==> src/dct_pkg.sv <==
package dct_pkg;
   // Chain source selection
   typedef enum logic [2:0] {
      SRC_SW_ISSUED_EVENT = 3'h0,
      SRC_PRECISE_EDGE    = 3'h1,
      SRC_SYNC_PORT       = 3'h2,
      SRC_LEVEL_GRID      = 3'h3,
      SRC_LEVEL_PLAIN     = 3'h4
   } dct_src_t;

   // Arming strategy
   typedef enum logic {
      ARM_NOW              = 1'b0,
      ARM_ON_CAPTURE_BEGIN = 1'b1
   } dct_arm_t;

   // Edge selection
   localparam logic EDGE_SEL_RISE = 1'b0;
   localparam logic EDGE_SEL_FALL = 1'b1;

   // Chain monitor states
   typedef enum logic [2:0] {
      ST_IDLE  = 3'b001,
      ST_ARMED = 3'b010,
      ST_HOLD  = 3'b100
   } dct_state_t;

   localparam int          POS_W           = 8;
   localparam int          RATIO_W         = 16;
   localparam int          TS_W            = 48;
   localparam int          OFS_W           = 32;
   localparam int          SKIP_W          = 8;
   localparam logic [4:0]  SEED_FACTOR     = 5'h10;
   // Sampling-clock term in hundredths of a sample period
   localparam logic [15:0] SAMP_TERM_BASE  = 16'h062c; // 15.8 samples
   localparam logic [15:0] SAMP_TERM_SMALL = 16'h05ec; // 15.16 samples
   localparam logic [1:0]  REARM_REF_CYC   = 2'h2;
   localparam logic [TS_W-1:0]  TS_RESET   = 48'h0;
   localparam logic [15:0] ALIGN_CNT_RESET = 16'h0;
   localparam logic [3:0]  SETUP_WIN_SAMP  = 4'h2;
endpackage : dct_pkg

==> src/dct_daisy_chain.sv <==
// Function
// - Propagation plus sampling term below reference period
// - Sampling term 15.8 or 15.16 periods
// - Seed is 16 times position times ratio
// - Ratio is sample rate over reference rate
// - Only the first alignment event after reset bumps counter
// - Level triggering only via level grid
// - Outgoing chain resynced to reference clock
// - Primary rearm error within two reference cycles
// - Setup warning; both flags clear on read
module dct_daisy_chain
   import dct_pkg::*;
(
   input  wire logic                clk,
   input  wire logic                rst_n,
   input  wire logic                refTick,
   input  wire logic                swIssuedEvent,
   input  wire logic                preciseEdgePort,
   input  wire logic                syncPortIn,
   input  wire logic                levelGridEvent,
   input  wire logic                levelPlainEvent,
   input  wire dct_pkg::dct_src_t   chainSrc,
   input  wire logic                edgeSel,
   input  wire dct_pkg::dct_arm_t   armMode,
   input  wire logic                captureBegin,
   input  wire logic                resyncEnable,
   input  wire logic                refSyncEnable,
   input  wire logic                alignMode,
   input  wire logic                reducedChannels,
   input  wire logic [POS_W-1:0]    position,
   input  wire logic [RATIO_W-1:0]  refRatio,
   input  wire logic [SKIP_W-1:0]   skipFactor,
   input  wire logic [15:0]         levelExtraL,
   input  wire logic                hostReadFlags,
   output logic                     chainOut,
   output logic                     acqTrigger,
   output logic [TS_W-1:0]          timestamp,
   output logic [15:0]              alignCount,
   output logic                     aligned,
   output logic [OFS_W-1:0]         windowOffset,
   output logic [15:0]              sampTermHundredths,
   output logic                     rearmError,
   output logic                     setupWarning,
   output logic                     levelSrcRejected
);
   import dct_pkg::*;

   logic            srcRaw;
   logic            srcLevel;
   logic            srcEdge;
   logic            srcEvent;
   logic            refPending;
   logic            chainEvent;
   logic [1:0]      rearmCnt;
   logic [3:0]      sinceRef;
   logic [TS_W-1:0] seed;
   dct_state_t      state;

   function automatic logic [TS_W-1:0] calc_seed(input logic [POS_W-1:0] pos,
                                                 input logic [RATIO_W-1:0] ratio);
      logic [TS_W-1:0] prod;
      prod = TS_W'(SEED_FACTOR) * TS_W'(pos) * TS_W'(ratio);
      return prod;
   endfunction : calc_seed

   function automatic logic [OFS_W-1:0] calc_offset(input logic [POS_W-1:0] pos,
                                                    input logic [RATIO_W-1:0] ratio,
                                                    input logic [15:0] extraL,
                                                    input logic [SKIP_W-1:0] skip);
      logic [OFS_W-1:0] num;
      logic [OFS_W-1:0] den;
      num = OFS_W'(ratio) * (OFS_W'(pos) + 32'h1) - OFS_W'(extraL);
      den = (skip == 8'h0) ? 32'h1 : OFS_W'(skip);
      return (pos == 8'h0) ? 32'h0 : num / den;
   endfunction : calc_offset

   always_comb begin
      case (chainSrc)
         SRC_SW_ISSUED_EVENT: srcRaw = swIssuedEvent;
         SRC_PRECISE_EDGE:    srcRaw = preciseEdgePort;
         SRC_SYNC_PORT:       srcRaw = syncPortIn;
         SRC_LEVEL_GRID:      srcRaw = levelGridEvent;
         default:             srcRaw = 1'b0;
      endcase
   end

   dct_edge_sync uSync (
      .clk       (clk),
      .rst_n     (rst_n),
      .sigIn     (srcRaw),
      .fallSel   (edgeSel == EDGE_SEL_FALL),
      .level     (srcLevel),
      .edgePulse (srcEdge)
   );

   // Optional hold of the event until the next reference edge
   always_ff @(posedge clk or negedge rst_n) begin
      if (!rst_n) begin
         refPending <= 1'b0;
      end else if (refSyncEnable && srcEdge && !refTick) begin
         refPending <= 1'b1;
      end else if (refTick) begin
         refPending <= 1'b0;
      end
   end

   assign srcEvent = refSyncEnable ? ((refPending | srcEdge) & refTick) : srcEdge;

   // Time since last reference edge, for setup monitoring
   always_ff @(posedge clk or negedge rst_n) begin
      if (!rst_n) begin
         sinceRef <= 4'h0;
      end else if (refTick) begin
         sinceRef <= 4'h0;
      end else if (sinceRef != 4'hf) begin
         sinceRef <= sinceRef + 4'h1;
      end
   end

   always_ff @(posedge clk or negedge rst_n) begin
      if (!rst_n) begin
         state <= ST_IDLE;
      end else begin
         case (state)
            ST_IDLE: begin
               if (armMode == ARM_NOW || captureBegin) begin
                  state <= ST_ARMED;
               end
            end
            ST_ARMED: begin
               if (chainEvent) begin
                  state <= ST_HOLD;
               end
            end
            ST_HOLD: begin
               if (rearmCnt == REARM_REF_CYC) begin
                  state <= (armMode == ARM_NOW) ? ST_ARMED : ST_IDLE;
               end
            end
            default: state <= ST_IDLE;
         endcase
      end
   end

   assign chainEvent = (state == ST_ARMED) && srcEvent;

   always_ff @(posedge clk or negedge rst_n) begin
      if (!rst_n) begin
         rearmCnt <= 2'h0;
      end else if (state != ST_HOLD) begin
         rearmCnt <= 2'h0;
      end else if (refTick && rearmCnt != REARM_REF_CYC) begin
         rearmCnt <= rearmCnt + 2'h1;
      end
   end

   // Outgoing chain pulse on the reference grid
   always_ff @(posedge clk or negedge rst_n) begin
      if (!rst_n) begin
         chainOut   <= 1'b0;
         acqTrigger <= 1'b0;
      end else begin
         chainOut   <= resyncEnable ? (chainEvent & refTick) | (chainEvent & refSyncEnable)
                                    : srcLevel;
         acqTrigger <= chainEvent && !alignMode;
      end
   end

   // Sticky flags; a new event beats a clear by read
   always_ff @(posedge clk or negedge rst_n) begin
      if (!rst_n) begin
         rearmError <= 1'b0;
      end else if (state == ST_HOLD && srcEvent && position == 8'h0) begin
         rearmError <= 1'b1;
      end else if (hostReadFlags) begin
         rearmError <= 1'b0;
      end
   end

   always_ff @(posedge clk or negedge rst_n) begin
      if (!rst_n) begin
         setupWarning <= 1'b0;
      end else if (srcEdge && position != 8'h0 && (refTick || sinceRef < SETUP_WIN_SAMP)) begin
         setupWarning <= 1'b1;
      end else if (hostReadFlags) begin
         setupWarning <= 1'b0;
      end
   end

   always_ff @(posedge clk or negedge rst_n) begin
      if (!rst_n) begin
         levelSrcRejected <= 1'b0;
      end else begin
         levelSrcRejected <= (chainSrc == SRC_LEVEL_PLAIN) && levelPlainEvent;
      end
   end

   assign seed = calc_seed(position, refRatio);

   // Timestamp: first alignment loads seed, then counts per sample
   always_ff @(posedge clk or negedge rst_n) begin
      if (!rst_n) begin
         timestamp <= TS_RESET;
         aligned   <= 1'b0;
      end else if (alignMode && chainEvent && !aligned) begin
         timestamp <= seed;
         aligned   <= 1'b1;
      end else begin
         timestamp <= timestamp + 48'h1;
      end
   end

   always_ff @(posedge clk or negedge rst_n) begin
      if (!rst_n) begin
         alignCount <= ALIGN_CNT_RESET;
      end else if (alignMode && chainEvent && !aligned) begin
         alignCount <= alignCount + 16'h1;
      end
   end

   always_ff @(posedge clk or negedge rst_n) begin
      if (!rst_n) begin
         windowOffset       <= 32'h0;
         sampTermHundredths <= SAMP_TERM_BASE;
      end else begin
         windowOffset <= calc_offset(position, refRatio,
                                     (chainSrc == SRC_LEVEL_GRID) ? levelExtraL : 16'h0,
                                     skipFactor);
         sampTermHundredths <= reducedChannels ? SAMP_TERM_SMALL : SAMP_TERM_BASE;
      end
   end
endmodule : dct_daisy_chain

==> src/dct_edge_sync.sv <==
module dct_edge_sync
   import dct_pkg::*;
(
   input  wire logic clk,
   input  wire logic rst_n,
   input  wire logic sigIn,
   input  wire logic fallSel,
   output logic      level,
   output logic      edgePulse
);
   logic stage1;
   logic stage2;
   logic stage3;

   always_ff @(posedge clk or negedge rst_n) begin
      if (!rst_n) begin
         stage1 <= 1'b0;
         stage2 <= 1'b0;
         stage3 <= 1'b0;
      end else begin
         stage1 <= sigIn;
         stage2 <= stage1;
         stage3 <= stage2;
      end
   end

   assign level     = stage2;
   assign edgePulse = fallSel ? (stage3 & ~stage2) : (stage2 & ~stage3);
endmodule : dct_edge_sync

==> config.mk <==
export PLATFORM = sky130hd
export DESIGN_NAME = dct_daisy_chain
export DESIGN_NICKNAME = d
export VERILOG_FILES = /design/src/dct_pkg.sv /design/src/dct_daisy_chain.sv /design/src/dct_edge_sync.sv
export SDC_FILE = /design/constraint.sdc
export NUM_CORES = 1
export LEC_CHECK = 0
export BUFFER_PORTS_ARGS = -buffer_cell sky130_fd_sc_hd__buf_2
export CORE_MARGIN = 8
export CORE_UTILIZATION = 65
export DETAILED_ROUTE_END_ITERATION = 16
export PLACE_DENSITY = 0.91
export SETUP_SLACK_MARGIN = 0.05
export SLEW_MARGIN = 20
export SYNTH_ARGS = -nofsm -noshare
export SYNTH_HDL_FRONTEND = slang
export SYNTH_SLANG_ARGS = --single-unit
==> constraint.sdc <==
create_clock -name clk -period 3.68 [get_ports clk]
set_clock_uncertainty 0.2 [all_clocks]
set_input_delay 0.368 -clock clk [delete_from_list [all_inputs] [get_ports clk]]
set_output_delay 0.368 -clock clk [all_outputs]
set_load 0.1 [all_outputs]
==> results of run 1 <==
## cells by family after synthesis
family                   after synthesis  share of synthesized area (%)
AND/OR/NAND/NOR                     1860                           28.1
AO/OA/AOI/OAI                       1130                           23.7
adder cells (fa/ha/maj)              546                           24.6
buffers and inverters                435                           5.40
XOR/XNOR                             241                           6.30
flip-flops                           117                           8.71
multiplexers                          96                           3.14
other                                  2                         0.0223
## stage by stage
| step | area, sq um | hold slack [ns] |
|---|---|---|
| floorplan | 35300 | -0.128 |
| global placement | 47700 | 0.141 |
| detailed placement | 47700 | 0.180 |
==> results.md, run 1 <==
* Status: stopped before the end
* Stopping stage: clock tree synthesis
* First Error: [ERROR DPL-0038] Utilization greater than 100%, impossible to legalize
* DP HPWL at 164,000 um
* Top-area cell type share of the netlist area at 13.0%
* Setup bufs post-CTS at 336
* Commonest cells in the netlist: 499 x nand2_1, 397 x nor2_1, 350 x ha_1, 289 x inv_1, 247 x a21oi_1
* Num CTS Buffers at 17
* Root Buffer: clkbuf_16
* Clock sink total at 117
* Synth Cell Area at 33,600 sq um
* Rows at 83
* Cell taking the most area after synthesis: ha_1
* EDFF count, synth at 0
* Setup WS pre-CTS at -82.54 ns
* Top Ports at 185
* # placed instances at 6,706
* # port buffers at 172
* GP Congestion at 1.03
* Hold_buf cts at 5
* Ys flop type: dfrtp_1
* Sequential area share after synthesis at 8.71%
* Number of distinct library cells after synthesis at 138
* H-tree levels at 4
* Fraction of registers with async set/reset at 100%
* Initial Util at 65.6%
* Top-count cell post-synth: nand2_1
* Die Ht at 244 um
* Syn Area/Cell at 7.60 sq um
* Seq cells post-synth at 117
* # resized after CTS at 619
* Top post-synthesis cells by area: ha_1 13%, fa_1 12%, dfrtp_1 8.6%
* Clk buf depth at 2
* Gate Count Post-Synth at 4,427
* Die W at 244 um
* Synth warn at 0
==> run 2, diff against run 1 <==
--- a/config.mk
+++ b/config.mk
@@ -7,10 +7,9 @@
 export LEC_CHECK = 0
 export BUFFER_PORTS_ARGS = -buffer_cell sky130_fd_sc_hd__buf_2
 export CORE_MARGIN = 8
-export CORE_UTILIZATION = 65
+export CORE_UTILIZATION = 40
 export DETAILED_ROUTE_END_ITERATION = 16
-export PLACE_DENSITY = 0.91
-export SETUP_SLACK_MARGIN = 0.05
+export PLACE_DENSITY_LB_ADDON = 0.15
 export SLEW_MARGIN = 20
 export SYNTH_ARGS = -nofsm -noshare
 export SYNTH_HDL_FRONTEND = slang
==> run 2 against run 1 <==
Net effect: area after synthesis unchanged; synthesized cell count did not move; the flow now finishes, with violations (setup timing).
==> results.md, run 2 <==
* Top-count cell post-synth: nand2_1 (unchanged)
* Num CTS Buffers at 17 (unchanged)
* Nets@finish at 7,253
* Status: finished, violations left (was stopped before the end)
* Crit Path Class: in2reg
* DR vias/cell at 5.38
* CP max FO at 7
* Commonest cells in the netlist: 499 x nand2_1, 397 x nor2_1, 350 x ha_1, 289 x inv_1, 247 x a21oi_1 (unchanged)
* Rows at 106 (was 83)
* Synth Cell Area at 33,600 sq um (unchanged)
* Fraction of layout cells with a size suffix above 1 at 44.5%
* Data arrival, critical path at 75.32 ns
* CTS tree: built
* Clock sink total at 117 (unchanged)
* Setup crit start: position[3]
* Largest stage delay, worst path at 0.61 ns
* Syn Area/Cell at 7.60 sq um (unchanged)
* Sequential area share after synthesis at 8.71% (unchanged)
* Most frequent cells in the layout: 2,043 x buf_4, 468 x nand2_1, 325 x nor2_1, 310 x ha_1, 272 x inv_1
* Total track usage at 26.5%
* Hold Startpoint: captureBegin
* Top Registers: timestamp: 48 flops, windowOffset: 32 flops, alignCount: 16 flops
* Drt first pass iters at 6
* Tmin final at 75.15 ns
* Post-DRT Antenna Nets at 0
* RSZ-0062 raised after global routing: yes
* Synth warn at 0 (unchanged)
* Max reg flops at 48
* Most common cell after layout, fill and taps aside: buf_4
* Hold Path Class: in2reg
* Core box area at 83,400 sq um
* Number of distinct library cells after synthesis at 138 (unchanged)
* Die W at 306 um (was 244 um)
* Via count at 41,600
* Die Ht at 306 um (was 244 um)
* Fraction of registers with async set/reset at 100% (unchanged)
* Final Hold Fails at 0
* Root Buffer: clkbuf_16 (unchanged)
* EDFF count, synth at 0 (unchanged)
* Worst-path clk slew at 0.08 ns
* # placed instances at 7,202 (was 6,706)
* DRT iter0 DRCs at 2,347
* Gate Count Post-Synth at 4,427 (unchanged)
* H-tree levels at 4 (unchanged)
* Setup ws final at -71.47 ns
* Cell taking the most area after synthesis: ha_1 (unchanged)
* CP max-delay cell: fa_1
* DRT Wirelength at 131,000 um
* Fmax at 0.0133 GHz
* Setup WS pre-CTS at -72.96 ns (was -82.54 ns)
* DRC viols at 0
* Top Ports at 185 (unchanged)
* Detailed-route wire length per cell at 16.9 um
* Top-area cell type share of the netlist area at 13.0% (unchanged)
* Worst setup EP type: flop
* Antenna violations before repair at 6
* Worst relative slew slack at 34.9%
* GP Congestion at 0.898 (was 1.03)
* Reg with most FFs: timestamp
* # port buffers at 172 (unchanged)
* Violated checks: setup timing
* Fin crit share at 2040%
* Synth-to-layout area growth at 64.4%
* Top post-synthesis cells by area: ha_1 13%, fa_1 12%, dfrtp_1 8.6% (unchanged)
* Vias in the first global route at 41,900
* Seq cells post-synth at 117 (unchanged)
* Worst slew pin tran at 0.970 ns
* Non-filler cells, final at 7,740
* Worst skew pair latency at 0.50 ns
* Final core occ at 66.3%
* DP HPWL at 99,300 um (was 164,000 um)
* Final setup vio count at 48
* WP data required at 3.84 ns
* Ys flop type: dfrtp_1 (unchanged)
* Nature of the critical path startpoint: primary input
* RR Startpoint: timestamp[11]
* First-pass GRT wire length at 209,000 um
* Pin count of the biggest net entering global routing at 77
* Clk buf depth at 2 (unchanged)
* Critical path's most frequent cell: o21a_1
* # Max-Cap Violations at 0
* Final Max Slew Viols at 0
* Die area at 93,700 sq um
* Initial Util at 40.3% (was 65.6%)
* Fin Hold WS at 0.0946 ns
* Total congestion overflow at 0
==> run 2: cell counts after synthesis <==
No cell type changed its count.
==> run 2: cell families after synthesis <==
logic type,share of synthesized area [%]
and+or+nand+nor,28.1
AOI/OAI and AO/OA,23.7
adders and majority gates,24.6
buffers and inverters,5.40
xor gates and xnor gates,6.30
DFF,8.71
muxes,3.14
other,0.0223
==> run 2: through the flow <==
step / area (sq um) / TNS [ns]
floorplan: 35300 / -1122.50
global placement: 49000 / -1098.90
detailed placement: 49000 / -1128.64
CTS: 53300 / -1053.79
global route: 55300 / -1142.69
finish: 55300 / -1077.31
==> run 2: worst paths after layout <==
kind | to | slack [ns] | cells after the start
min in group asynchronous | timestamp[46] | 0.25 | 2
max in group asynchronous | sampTermHundredths[9] | 2.23 | 3
setup reg to reg | timestamp[44] | 0.41 | 13
hold reg to reg | uSync.level | 0.16 | 0
setup / recovery | windowOffset[0] | -71.47 | 446
hold / removal | state[0] | 0.09 | 5
==> run 2: routing by layer <==
layer / vias to the layer above / share of wire, % / global-route usage, % / wire [um]
met5: - / 0.022 / 0 / 29
met4: 6 / 3.6 / 9.37 / 4740
met3: 293 / 4.6 / 3.16 / 6000
met2: 1077 / 48 / 45.8 / 62400
met1: 19900 / 44 / 33.9 / 57600
li1: 20400 / - / - / -
==> run 2: critical path: cells and delay by family <==
kind                       cells  cell delay, ns
and+or+nand+nor              132           21.75
AOI/OAI and AO/OA            201           32.26
muxes                          9            2.24
adders and majority gates     35           10.47
buffers and inverters         68            7.97
xor gates and xnor gates       1            0.16
==> run 2: timing repair <==
action | in CTS | in global routing
gates cloned | 2 | 0
gates resized for setup | 202 | 232
hold buffers | 13 | 0
pin swaps | 165 | 116
endpoints found under the setup margin | 49 | 50
endpoints found under the hold margin | 77 | 0
setup buffers | 362 | 131
==> run 2: area by class of cell <==
type                            instances  area [sq um]
Timing Repair Buffer                 2327         17700
Fill cell                            6892         28100
Inverter                              292          1100
Antenna cell                            6          15.0
Tap cell                             1080          1350
Clock buffer                           17           425
Sequential cell                       117          2930
Multi-Input combinational cell       3886         31700
Clock inverter                         15           159
Power of run 2 is not shown: default switching activity piles up to over one toggle a cycle in this logic, so the estimate is an artifact.
